<file path="src/verilog/sensor_regmap_pkg.sv">
// Shared constants, types and timing for the temperature sensor register map
package sensor_regmap_pkg;

  ////////////////////////////////////////////////////////////////////////////
  // Clock and timing
  localparam int unsigned CLK_HZ = 125_000_000;
  localparam int unsigned CYC_PER_MS = CLK_HZ / 1000;
  localparam int unsigned BLINK_OK_PERIOD_MS = 1000;
  localparam int unsigned BLINK_IDLE_PERIOD_MS = 3000;
  localparam int unsigned RESTORE_LIT_MS = 3000;
  localparam int unsigned RESTORE_FLASH_MS = 7000;
  localparam int unsigned RESTORE_FLASH_PERIOD_MS = 500;
  localparam int unsigned COMM_TIMEOUT_MS = 3000;
  localparam int unsigned OK_HALF_CYC = BLINK_OK_PERIOD_MS * CYC_PER_MS / 2;
  localparam int unsigned IDLE_HALF_CYC = BLINK_IDLE_PERIOD_MS * CYC_PER_MS / 2;
  localparam int unsigned LIT_CYC = RESTORE_LIT_MS * CYC_PER_MS;
  localparam int unsigned FLASH_CYC = RESTORE_FLASH_MS * CYC_PER_MS;
  localparam int unsigned FLASH_HALF_CYC = RESTORE_FLASH_PERIOD_MS * CYC_PER_MS / 2;
  localparam int unsigned COMM_TIMEOUT_CYC = COMM_TIMEOUT_MS * CYC_PER_MS;
  localparam logic [1:0] BUTTON_SETTLE = 2'h2;

  ////////////////////////////////////////////////////////////////////////////
  // Register indices (protocol data unit address)
  localparam logic [15:0] ADDR_STATION = 16'h000A;
  localparam logic [15:0] ADDR_LINE_SPEED = 16'h000B;
  localparam logic [15:0] ADDR_FRAMING = 16'h000C;
  localparam logic [15:0] ADDR_WORD_ORDER = 16'h000D;
  localparam logic [15:0] ADDR_SUBTYPE = 16'h000E;
  localparam logic [15:0] ADDR_FW_REV = 16'h000F;
  localparam logic [15:0] ADDR_WEB_TEXT = 16'h0012;
  localparam logic [15:0] WEB_TEXT_WORDS = 16'h0020;
  localparam logic [15:0] ADDR_FLOAT_HI_FIRST = 16'h0052;
  localparam logic [15:0] ADDR_FLOAT_LO_FIRST = 16'h0054;
  localparam logic [15:0] ADDR_S16 = 16'h0056;
  localparam logic [15:0] ADDR_S32_HI_FIRST = 16'h0057;
  localparam logic [15:0] ADDR_S32_LO_FIRST = 16'h0059;
  localparam logic [15:0] ADDR_U16 = 16'h005B;
  localparam logic [15:0] ADDR_U32_HI_FIRST = 16'h005C;
  localparam logic [15:0] ADDR_U32_LO_FIRST = 16'h005E;
  localparam logic [15:0] ADDR_TEMP_C = 16'h0064;
  localparam logic [15:0] ADDR_TEMP_F = 16'h00C8;
  localparam int unsigned LOGICAL_BASE = 40001;

  ////////////////////////////////////////////////////////////////////////////
  // Reset values and valid sets
  localparam logic [15:0] STATION_RST = 16'h0001;
  localparam logic [15:0] STATION_MIN = 16'h0001;
  localparam logic [15:0] STATION_MAX = 16'h00F7;
  localparam logic [15:0] SPEED_RST = 16'h4B00;
  localparam logic [15:0] SPEED_2400 = 16'h0960;
  localparam logic [15:0] SPEED_4800 = 16'h12C0;
  localparam logic [15:0] SPEED_9600 = 16'h2580;
  localparam logic [15:0] SPEED_19200 = 16'h4B00;
  localparam logic [15:0] SPEED_38400 = 16'h9600;
  localparam logic [15:0] SPEED_57600 = 16'hE100;

  typedef enum logic [15:0] {
    EVEN_PARITY_8D1S = 16'h0001,
    ODD_PARITY_8D1S = 16'h0002,
    NO_PARITY_8D1S = 16'h0003
  } framing_t;

  typedef enum logic [15:0] {
    HIGH_WORD_FIRST = 16'h0001,
    LOW_WORD_FIRST = 16'h0002
  } order_t;

  localparam framing_t FRAMING_RST = EVEN_PARITY_8D1S;
  localparam order_t ORDER_RST = HIGH_WORD_FIRST;

  ////////////////////////////////////////////////////////////////////////////
  // Fixed probe values
  localparam logic [31:0] FLOAT_PROBE = 32'hC11E_6666;
  localparam logic [15:0] S16_PROBE = 16'hFC19;
  localparam logic [31:0] S32_PROBE = 32'hFFFE_7961;
  localparam logic [15:0] U16_PROBE = 16'h03E7;
  localparam logic [31:0] U32_PROBE = 32'h0001_869F;
  localparam logic [31:0] FLOAT_NAN = 32'h7FC0_0000;

  ////////////////////////////////////////////////////////////////////////////
  // Function and exception codes
  localparam logic [7:0] FC_READ_HOLDING = 8'h03;
  localparam logic [7:0] FC_WRITE_SINGLE = 8'h06;
  localparam logic [7:0] EXC_ILLEGAL_FUNCTION = 8'h01;
  localparam logic [7:0] EXC_ILLEGAL_ADDRESS = 8'h02;
  localparam logic [7:0] EXC_ILLEGAL_VALUE = 8'h03;

  ////////////////////////////////////////////////////////////////////////////
  // Carriers
  typedef struct packed {
    logic valid;
    logic [7:0] fc;
    logic [15:0] addr;
    logic [15:0] wdata;
  } reg_req_t;

  typedef struct packed {
    logic valid;
    logic exception;
    logic [7:0] exc_code;
    logic [15:0] rdata;
  } reg_resp_t;

  typedef struct packed {
    logic [15:0] line_speed;
    framing_t framing;
  } link_cfg_t;

endpackage : sensor_regmap_pkg

</file>
<file path="src/verilog/temp_sensor_regmap.sv">
// Holding register map, request handling and restart control of the sensor
`timescale 1ns/1ns
// Notes on behaviour
// - Lamp blinks one-second period while communicating
// - Lamp blinks three-second period without communication
// - Button at power-up: lit, flash, lit
// - Release after tenth second restores defaults
// - Station address at 10, default 1, 1..247
// - Line speed at 11, listed rates, default 19200
// - Framing at 12, values 1..3, default 1
// - Written speed and framing never apply; restart restores defaults before they load
// - Word order at 13 selects temperature halves
// - Address field used directly as register index
// - Temperatures as floats at 100 and 200
// - Unavailable float reads as not-a-number
// - Float probe at 82 and 84
// - Signed probes at 86, 87, 89
// - Unsigned probes at 91, 92, 94
module temp_sensor_regmap
  import sensor_regmap_pkg::*;
#(
  parameter int unsigned OK_HALF = OK_HALF_CYC,
  parameter int unsigned IDLE_HALF = IDLE_HALF_CYC,
  parameter int unsigned LIT_TIME = LIT_CYC,
  parameter int unsigned FLASH_TIME = FLASH_CYC,
  parameter int unsigned FLASH_HALF = FLASH_HALF_CYC,
  parameter int unsigned COMM_TIMEOUT = COMM_TIMEOUT_CYC,
  // Identity values below are arbitrary
  parameter logic [15:0] SUBTYPE_ID = 16'h005A,
  parameter logic [15:0] FW_REVISION = 16'h0100,
  parameter logic [511:0] WEB_TEXT = {120'h6578_616D_706C_652E_696E_7661_6C69_64, 392'h0}
) (
  input wire logic clk_sys,
  input wire logic resetn,
  input wire reg_req_t req,
  output reg_resp_t resp,
  input wire logic comm_frame,
  input wire logic config_button,
  input wire logic [31:0] temp_celsius_in,
  input wire logic [31:0] temp_fahrenheit_in,
  input wire logic temp_valid,
  output logic [15:0] station_address,
  output link_cfg_t link_cfg,
  output logic status_led,
  output logic restart_pulse
);

  typedef struct packed {
    logic [15:0] station;
    logic [15:0] speed;
    framing_t framing;
    order_t order;
    link_cfg_t active;
    logic booted;
    logic restart;
    reg_resp_t resp;
  } map_state_t;

  map_state_t cur_reg;
  map_state_t cur_next;
  logic writable;
  logic value_ok;
  logic restore_defaults;
  logic rd_hit;
  logic [15:0] rd_word;
  logic [15:0] web_idx;

  ////////////////////////////////////////////////////////////////////////////
  // Helpers

  // Picks one half of a 32-bit value; second selects the upper index
  function automatic logic [15:0] pick_word(input logic [31:0] value, input logic second,
                                            input logic hi_first);
    logic first_hi;
    first_hi = hi_first ^ second;
    pick_word = first_hi ? value[31:16] : value[15:0];
  endfunction : pick_word

  // Two-word window test
  function automatic logic in_pair(input logic [15:0] addr, input logic [15:0] base);
    in_pair = (addr == base) || (addr == base + 16'h0001);
  endfunction : in_pair

  ////////////////////////////////////////////////////////////////////////////
  // Submodules

  settings_check u_check (
    .addr(req.addr),
    .wdata(req.wdata),
    .writable(writable),
    .value_ok(value_ok)
  );

  status_indicator #(
    .OK_HALF(OK_HALF),
    .IDLE_HALF(IDLE_HALF),
    .LIT_TIME(LIT_TIME),
    .FLASH_TIME(FLASH_TIME),
    .FLASH_HALF(FLASH_HALF),
    .COMM_TIMEOUT(COMM_TIMEOUT)
  ) u_indicator (
    .clk_sys(clk_sys),
    .resetn(resetn),
    .config_button(config_button),
    .activity(comm_frame | req.valid),
    .status_led(status_led),
    .restore_defaults(restore_defaults)
  );

  ////////////////////////////////////////////////////////////////////////////
  // Read decode

  assign web_idx = req.addr - ADDR_WEB_TEXT;

  always_comb begin
    logic [31:0] temp_c;
    logic [31:0] temp_f;
    logic hi_first;
    temp_c = temp_valid ? temp_celsius_in : FLOAT_NAN;
    temp_f = temp_valid ? temp_fahrenheit_in : FLOAT_NAN;
    hi_first = (cur_reg.order == HIGH_WORD_FIRST);
    rd_hit = 1'b1;
    rd_word = 16'h0000;
    if (req.addr == ADDR_STATION) begin
      rd_word = cur_reg.station;
    end else if (req.addr == ADDR_LINE_SPEED) begin
      rd_word = cur_reg.speed;
    end else if (req.addr == ADDR_FRAMING) begin
      rd_word = cur_reg.framing;
    end else if (req.addr == ADDR_WORD_ORDER) begin
      rd_word = cur_reg.order;
    end else if (req.addr == ADDR_SUBTYPE) begin
      rd_word = SUBTYPE_ID;
    end else if (req.addr == ADDR_FW_REV) begin
      rd_word = FW_REVISION;
    end else if (req.addr >= ADDR_WEB_TEXT && web_idx < WEB_TEXT_WORDS) begin
      rd_word = 16'(WEB_TEXT >> (16 * (31 - int'(web_idx[4:0]))));
    end else if (in_pair(req.addr, ADDR_FLOAT_HI_FIRST)) begin
      rd_word = pick_word(FLOAT_PROBE, req.addr[0], 1'b1);
    end else if (in_pair(req.addr, ADDR_FLOAT_LO_FIRST)) begin
      rd_word = pick_word(FLOAT_PROBE, req.addr[0], 1'b0);
    end else if (req.addr == ADDR_S16) begin
      rd_word = S16_PROBE;
    end else if (in_pair(req.addr, ADDR_S32_HI_FIRST)) begin
      rd_word = pick_word(S32_PROBE, ~req.addr[0], 1'b1);
    end else if (in_pair(req.addr, ADDR_S32_LO_FIRST)) begin
      rd_word = pick_word(S32_PROBE, ~req.addr[0], 1'b0);
    end else if (req.addr == ADDR_U16) begin
      rd_word = U16_PROBE;
    end else if (in_pair(req.addr, ADDR_U32_HI_FIRST)) begin
      rd_word = pick_word(U32_PROBE, req.addr[0], 1'b1);
    end else if (in_pair(req.addr, ADDR_U32_LO_FIRST)) begin
      rd_word = pick_word(U32_PROBE, req.addr[0], 1'b0);
    end else if (in_pair(req.addr, ADDR_TEMP_C)) begin
      rd_word = pick_word(temp_c, req.addr[0], hi_first);
    end else if (in_pair(req.addr, ADDR_TEMP_F)) begin
      rd_word = pick_word(temp_f, req.addr[0], hi_first);
    end else begin
      rd_hit = 1'b0;
    end
  end

  ////////////////////////////////////////////////////////////////////////////
  // Request handling and settings

  always_comb begin
    cur_next = cur_reg;
    cur_next.resp = '0;
    cur_next.restart = 1'b0;
    // Latch link settings once per start
    if (!cur_reg.booted) begin
      cur_next.active.line_speed = cur_reg.speed;
      cur_next.active.framing = cur_reg.framing;
      cur_next.booted = 1'b1;
    end
    if (req.valid) begin
      cur_next.resp.valid = 1'b1;
      if (req.fc == FC_READ_HOLDING) begin
        if (rd_hit) begin
          cur_next.resp.rdata = rd_word;
        end else begin
          cur_next.resp.exception = 1'b1;
          cur_next.resp.exc_code = EXC_ILLEGAL_ADDRESS;
        end
      end else if (req.fc == FC_WRITE_SINGLE) begin
        if (!writable) begin
          cur_next.resp.exception = 1'b1;
          cur_next.resp.exc_code = EXC_ILLEGAL_ADDRESS;
        end else if (!value_ok) begin
          cur_next.resp.exception = 1'b1;
          cur_next.resp.exc_code = EXC_ILLEGAL_VALUE;
        end else begin
          cur_next.resp.rdata = req.wdata;
          if (req.addr == ADDR_STATION) begin
            cur_next.station = req.wdata;
          end else if (req.addr == ADDR_LINE_SPEED) begin
            cur_next.speed = req.wdata;
          end else if (req.addr == ADDR_FRAMING) begin
            cur_next.framing = framing_t'(req.wdata);
          end else begin
            cur_next.order = order_t'(req.wdata);
          end
        end
      end else begin
        cur_next.resp.exception = 1'b1;
        cur_next.resp.exc_code = EXC_ILLEGAL_FUNCTION;
      end
    end
    // Factory restore overrides any write in the same cycle
    if (restore_defaults) begin
      cur_next.station = STATION_RST;
      cur_next.speed = SPEED_RST;
      cur_next.framing = FRAMING_RST;
      cur_next.order = ORDER_RST;
      cur_next.booted = 1'b0;
      cur_next.restart = 1'b1;
    end
  end

  always_ff @(posedge clk_sys or negedge resetn) begin
    if (!resetn) begin
      cur_reg <= '{station: STATION_RST, speed: SPEED_RST, framing: FRAMING_RST, order: ORDER_RST,
                   active: '{line_speed: SPEED_RST, framing: FRAMING_RST}, booted: 1'b0, restart: 1'b0,
                   resp: '0};
    end else begin
      cur_reg <= cur_next;
    end
  end

  assign resp = cur_reg.resp;
  assign station_address = cur_reg.station;
  assign link_cfg = cur_reg.active;
  assign restart_pulse = cur_reg.restart;

endmodule : temp_sensor_regmap

</file>
<file path="src/verilog/settings_check.sv">
// Write permission and value checking for the holding registers
`timescale 1ns/1ns
module settings_check
  import sensor_regmap_pkg::*;
(
  input wire logic [15:0] addr,
  input wire logic [15:0] wdata,
  output logic writable,
  output logic value_ok
);

  always_comb begin
    writable = 1'b1;
    value_ok = 1'b0;
    if (addr == ADDR_STATION) begin
      value_ok = (wdata >= STATION_MIN) && (wdata <= STATION_MAX);
    end else if (addr == ADDR_LINE_SPEED) begin
      value_ok = (wdata == SPEED_2400) || (wdata == SPEED_4800) || (wdata == SPEED_9600) ||
                 (wdata == SPEED_19200) || (wdata == SPEED_38400) || (wdata == SPEED_57600);
    end else if (addr == ADDR_FRAMING) begin
      value_ok = (wdata == EVEN_PARITY_8D1S) || (wdata == ODD_PARITY_8D1S) ||
                 (wdata == NO_PARITY_8D1S);
    end else if (addr == ADDR_WORD_ORDER) begin
      value_ok = (wdata == HIGH_WORD_FIRST) || (wdata == LOW_WORD_FIRST);
    end else begin
      writable = 1'b0;
    end
  end

endmodule : settings_check

</file>
<file path="src/verilog/status_indicator.sv">
// Status lamp patterns and the power-up defaults-restore sequence
`timescale 1ns/1ns
module status_indicator
  import sensor_regmap_pkg::*;
#(
  parameter int unsigned OK_HALF = OK_HALF_CYC,
  parameter int unsigned IDLE_HALF = IDLE_HALF_CYC,
  parameter int unsigned LIT_TIME = LIT_CYC,
  parameter int unsigned FLASH_TIME = FLASH_CYC,
  parameter int unsigned FLASH_HALF = FLASH_HALF_CYC,
  parameter int unsigned COMM_TIMEOUT = COMM_TIMEOUT_CYC
) (
  input wire logic clk_sys,
  input wire logic resetn,
  input wire logic config_button,
  input wire logic activity,
  output logic status_led,
  output logic restore_defaults
);

  typedef enum logic [2:0] {
    PH_BOOT = 3'b000,
    PH_LIT_FIRST = 3'b001,
    PH_FLASH = 3'b010,
    PH_LIT_WAIT = 3'b011,
    PH_RUN = 3'b100
  } phase_t;

  typedef struct packed {
    logic sync1;
    logic sync2;
    logic [1:0] boot_cnt;
    phase_t phase;
    logic [31:0] phase_cnt;
    logic [31:0] blink_cnt;
    logic [31:0] idle_cnt;
    logic comm_ok;
    logic led;
    logic restore;
  } ind_state_t;

  ind_state_t cur_reg;
  ind_state_t cur_next;

  if (OK_HALF < 1 || IDLE_HALF < 1 || LIT_TIME < 1 || FLASH_TIME < 1 || FLASH_HALF < 1 || COMM_TIMEOUT < 1) begin : g_chk
    $error("status_indicator: every timing count must be at least one cycle");
  end

  always_comb begin
    cur_next = cur_reg;
    cur_next.sync1 = config_button;
    cur_next.sync2 = cur_reg.sync1;
    cur_next.restore = 1'b0;
    // Communication watchdog
    if (activity) begin
      cur_next.idle_cnt = '0;
      cur_next.comm_ok = 1'b1;
    end else if (cur_reg.idle_cnt >= 32'(COMM_TIMEOUT - 1)) begin
      cur_next.comm_ok = 1'b0;
    end else begin
      cur_next.idle_cnt = cur_reg.idle_cnt + 32'h0000_0001;
    end
    case (cur_reg.phase)
      PH_BOOT: begin
        cur_next.boot_cnt = cur_reg.boot_cnt + 2'h1;
        if (cur_reg.boot_cnt == BUTTON_SETTLE) begin
          cur_next.phase_cnt = '0;
          cur_next.blink_cnt = '0;
          cur_next.led = cur_reg.sync2;
          cur_next.phase = cur_reg.sync2 ? PH_LIT_FIRST : PH_RUN;
        end
      end
      PH_LIT_FIRST: begin
        cur_next.led = 1'b1;
        if (!cur_reg.sync2) begin
          cur_next.phase = PH_RUN;
        end else if (cur_reg.phase_cnt >= 32'(LIT_TIME - 1)) begin
          cur_next.phase = PH_FLASH;
          cur_next.phase_cnt = '0;
          cur_next.blink_cnt = '0;
          cur_next.led = 1'b0;
        end else begin
          cur_next.phase_cnt = cur_reg.phase_cnt + 32'h0000_0001;
        end
      end
      PH_FLASH: begin
        if (cur_reg.blink_cnt >= 32'(FLASH_HALF - 1)) begin
          cur_next.blink_cnt = '0;
          cur_next.led = ~cur_reg.led;
        end else begin
          cur_next.blink_cnt = cur_reg.blink_cnt + 32'h0000_0001;
        end
        if (!cur_reg.sync2) begin
          cur_next.phase = PH_RUN;
        end else if (cur_reg.phase_cnt >= 32'(FLASH_TIME - 1)) begin
          cur_next.phase = PH_LIT_WAIT;
          cur_next.led = 1'b1;
        end else begin
          cur_next.phase_cnt = cur_reg.phase_cnt + 32'h0000_0001;
        end
      end
      PH_LIT_WAIT: begin
        cur_next.led = 1'b1;
        if (!cur_reg.sync2) begin
          cur_next.restore = 1'b1;
          cur_next.phase = PH_RUN;
          cur_next.blink_cnt = '0;
        end
      end
      PH_RUN: begin
        if (cur_reg.blink_cnt >= 32'((cur_reg.comm_ok ? OK_HALF : IDLE_HALF) - 1)) begin
          cur_next.blink_cnt = '0;
          cur_next.led = ~cur_reg.led;
        end else begin
          cur_next.blink_cnt = cur_reg.blink_cnt + 32'h0000_0001;
        end
      end
      default: begin
        cur_next.phase = PH_RUN;
      end
    endcase
  end

  always_ff @(posedge clk_sys or negedge resetn) begin
    if (!resetn) begin
      cur_reg <= '{sync1: 1'b0, sync2: 1'b0, boot_cnt: 2'h0, phase: PH_BOOT, phase_cnt: 32'h0000_0000,
                   blink_cnt: 32'h0000_0000, idle_cnt: 32'h0000_0000, comm_ok: 1'b0, led: 1'b0, restore: 1'b0};
    end else begin
      cur_reg <= cur_next;
    end
  end

  assign status_led = cur_reg.led;
  assign restore_defaults = cur_reg.restore;

endmodule : status_indicator

</file>
<file path="config.mk">
export PLATFORM = sky130hd
export DESIGN_NAME = temp_sensor_regmap
export DESIGN_NICKNAME = d
export VERILOG_FILES = /design/src/verilog/sensor_regmap_pkg.sv /design/src/verilog/temp_sensor_regmap.sv /design/src/verilog/settings_check.sv /design/src/verilog/status_indicator.sv
export SDC_FILE = /design/constraint.sdc
export NUM_CORES = 1
export LEC_CHECK = 0
export ABC_AREA = 1
export CORE_AREA = 4 4 151 153
export CTS_BUF_LIST = sky130_fd_sc_hd__clkbuf_2
export CTS_CLUSTER_SIZE = 30
export DETAILED_ROUTE_END_ITERATION = 8
export DIE_AREA = 0 0 155 157
export DONT_BUFFER_PORTS = 1
export GPL_TIMING_DRIVEN = 0
export HOLD_SLACK_MARGIN = 0.03
export PLACE_DENSITY = 0.83
export RECOVER_POWER = 50
export SYNTH_ARGS = -nofsm -noshare
export SYNTH_HDL_FRONTEND = slang
export SYNTH_SLANG_ARGS = --single-unit
</file>
<file path="constraint.sdc">
create_clock -name clk_sys -period 3.1 [get_ports clk_sys]
set_input_delay 0.62 -clock clk_sys [delete_from_list [all_inputs] [get_ports clk_sys]]
set_output_delay 0.62 -clock clk_sys [all_outputs]
set_load 0.02 [all_outputs]
</file>
==> metrics.md <==
| Metric | Value |
|---|---|
| Reg2Reg Setup Slack | `0.16 ns` |
| TritonCTS clock tree | `yes` |
| Cell total after placement | `approximately 2300` |
| Depth of the CTS H-tree | `2` |
| Count of input and output buffers | `0` |
| Vias in the first global route | `approximately 13000` |
| Layout cell share with drive strength beyond 1 | `0.1289` |
| Final weighted congestion in routability-driven placement | `0.9733` |
| Clock transition at path regs | `0.11 ns` |
| Placed wire-length estimate after detailed placement | `28530 microns` |
| Filler cells | `1832` |
| Clock Skew | `~0.11 ns` |
| Average detailed-routed wire length per instance | `16.34 microns` |
| Flip-flop count of the largest register after layout | `between 100 and 150` |
| Drt via density | `about 5.8` |
| Multi-input gate area in the final layout | `approximately 6700 sq um` |
| Min cycle time layout | `between 2 and 3 ns` |
| Share of synthesized flip-flops with an asynchronous set or reset | `1.000` |
| Worst path most repeated cell | `nand2_1` |
| Slack of the critical path | `0.1631 ns` |
| Cell with the most instances after synthesis | `nand2_1` |
| Starting density of the core | `0.6597` |
| DRC violation count after routing | `0` |
| Global-route wire length before repair | `62960 microns` |
| Max Buffers Root-to-Sink | `3` |
| Type of the worst min-delay path | `in2async` |
| Cell count of the worst reg-to-reg path | `18` |
| CP required | `~3.8 ns` |
| Die Outline Area | `around 24000 sq um` |
| End of the worst register-to-register path | `resp[11]` |
| Max cap viols | `0` |
| Worst R2R Start | `cur_reg[73]` |
| DRT Wirelength | `about 39000 microns` |
| Number of nets at the end of the flow | `about 2200` |
| Kind of start point of the critical path | `flop` |
| Post-route non-filler standard cell count | `about 2400` |
| Number of buffers added by the clock tree synthesis step | `56` |
| Setup Slack @ Placement | `-0.6738 ns` |
| Die boundary width | `155 microns` |
| Post-cts hold buffer count | `18` |
| Clock sink count | `about 220` |
| Ports | `between 150 and 200` |
| Global Route Usage Sum | `0.3124` |
| Number of cell rows | `between 50 and 60` |
| Clk Latency, worst-skew pair | `0.88 ns` |
| Antenna-violating nets left | `0` |
| Status | `complete, but fails checks` |
| Number of max-slew violations in the final report | `0` |
| Leftover overflow at the end of global routing | `0` |
| Detailed-routing iteration count for the pre-antenna-repair pass | `6` |
| Library cell with the largest summed area after synthesis | `dfrtp_1` |
| Hold Vio Cnt, Final | `224` |
| Maximum number of pins on one net before global-route repair | `about 230` |
| Most frequent cells after synthesis | `368 x nand2_1, 297 x inv_1, 224 x nor2_1, 212 x dfrtp_1, 135 x o21ai_0` |
| Largest cells by area after synthesis | `dfrtp_1 37%, nand2_1 9.7%, inv_1 7.8%, nor2_1 5.9%, o21ai_0 4.8%` |
| Violations in the final reports | `negative hold slack` |
| Delay of the slowest cell on the worst path | `between 0.4 and 0.5 ns` |
| Setup CP Type | `reg2reg` |
| Yosys warnings | `0` |
| Max transition margin | `0.4971` |
| Crit. End Element | `flop` |
| Sequential cell area | `approximately 5600 sq um` |
| Number of enable-type register cells in the synthesized netlist | `0` |
| Slew @ Worst Pin | `0.7544 ns` |
| Number of antenna violations at the first check in global routing | `1` |
| Final hold slack | `-0.5400 ns` |
| Synth-to-Final Area Change | `7.797%` |
| Proportion of synthesized chip area in sequential cells | `0.3953` |
| Cell area after synthesis | `14220 sq um` |
| Final setup violation count | `0` |
| Critical Path Slowest Stage Cell | `dfrtp_1` |
| Critical Path AT | `3.63 ns` |
| Proportion of netlist area held by the largest area contributor | `0.3731` |
| Power density cells | `slightly below 400 nW/um^2` |
| CP cell instances | `nor2_1 -> nand2_1 -> nor2_1 -> nand2_1 -> nand2_1 -> nand2_1 -> clkbuf_4 -> clkbuf_4 -> nor3_1 -> nor3_1 -> o211ai_1 -> nand2_1 -> a21oi_1 -> o22ai_1 -> nand2_1 -> nand2_1 -> nand3_1 -> a21oi_1` |
| DRC violation total after the first TritonRoute iteration | `between 1000 and 1500` |
| CTS Root Cell | `clkbuf_2` |
| Via count | `13710` |
| Most instantiated flip-flop cell in the synthesis netlist | `dfrtp_1` |
| Library cells used by synthesis | `63` |
| Ratio of final minimum period to clock period | `0.9474` |
| Height of the die | `~160 microns` |
| Placeable core region | `between 20000 and 25000 sq um` |
| Worst ir drop on vdd | `393.1 uV` |
| Max Fclk | `0.3405 GHz` |
| Avg Synthesized Cell Area | `7.236 sq um` |
| Highest fanout seen on the critical path | `10` |
| Synthesized instance count | `about 2000` |
| Number of register bits inferred by synthesis | `224` |
| Leakage dissipation | `7.412 nW` |
==> what timing repair did <==
item	4_1_cts	5_1_grt
resized for setup	0	24
setup buffers	0	2
hold endpoints to repair	263	224
setup endpoints to repair	0	54
==> how the worst max path moves through the flow <==
stage,start,end,slack (ns),depth (start not counted)
after floorplan,req[16],station_address[1],0.22,16
after global placement,req[16],resp[8],-0.68,17
after detailed placement,req[16],resp[8],-0.67,17
after CTS,cur_reg[60],resp[8],0.08,18
after global routing,u_indicator.cur_reg[35],u_indicator.cur_reg[63],-0.01,19
final,cur_reg[73],resp[11],0.16,18
==> per-layer routing <==
metal / global-route usage / wire length [microns] / part of all wire / vias up
met3: 0.05966 / 2911 / 0.075 / 146
met4: 0.1421 / 1834 / 0.047 / 0
met5: 0 / 0 / 0 / -
met2: 0.5194 / 18400 / 0.48 / 614
met1: 0.3994 / 15550 / 0.40 / 6380
li1: - / - / - / 6572
==> cells by family after synthesis <==
group,Yosys count,share of synthesized area
compound gates,386,0.1574
xor+xnor,22,0.01355
fa+ha+maj,21,0.01848
buf+inv,437,0.1394
flops,224,0.3953
mux,3,0.002376
other cells,1,0.0002637
simple gates,871,0.2732
==> layout by cell type (no fill, tap or decap), drive strengths merged, types with 5 or more instances in the layout <==
cell type	instances
dfrtp	212
nor4	25
o21a	5
o311ai	8
o21ai	150
dlygate4sd3	18
o211ai	18
xor2	19
nor3	70
o31ai	5
o221ai	12
nand3	105
buf	95
inv	308
o22ai	29
conb	6
nor2	240
or2	6
ha	21
nand2	379
clkinv	15
dfstp	12
nand4	36
a31oi	10
a21oi	125
nand3b	6
clkbuf	117
==> report_power, final <==
part | total (W) | internal [W] | switching, W
sequential | 0.00311 | 0.00303 | 0.0000877
clock | 0.00198 | 0.000784 | 0.00120
combinational | 0.000915 | 0.000291 | 0.000624
==> layout make-up <==
cell class | instances | area share
Multi-Input combinational cell | 1309 | 0.4346
Sequential cell | 224 | 0.3667
Inverter | 307 | 0.07518
Buffer | 130 | 0.05502
Clock buffer | 80 | 0.02612
Tap cell | 280 | 0.02286
Timing Repair Buffer | 20 | 0.01273
Clock inverter | 17 | 0.006612
Antenna cell | 1 | 0.0001633
==> metrics by stage <==
step           power, W  instance area [sq um]    util  TNS [ns]
3_3_place_gp   0.003991                  14590  0.6768    -41.92
3_5_place_dp   0.004027                  14590  0.6768    -41.80
2_1_floorplan  0.003804                  14240       -         0
6_report       0.006011                  15330  0.7111         0
5_1_grt        0.006338                  15330  0.7111  -0.01240
4_1_cts        0.006033                  15270  0.7085         0
==> critical path, delay by kind of cell (launching register included) <==
family / cells / cell delay, ns
AND/OR/NAND/NOR: 12 / 1.25
AO/OA/AOI/OAI: 4 / 0.66
flip-flops: 1 / 0.42
buffers and inverters: 2 / 0.39
Note: power is estimated with default switching activity, not from simulation.
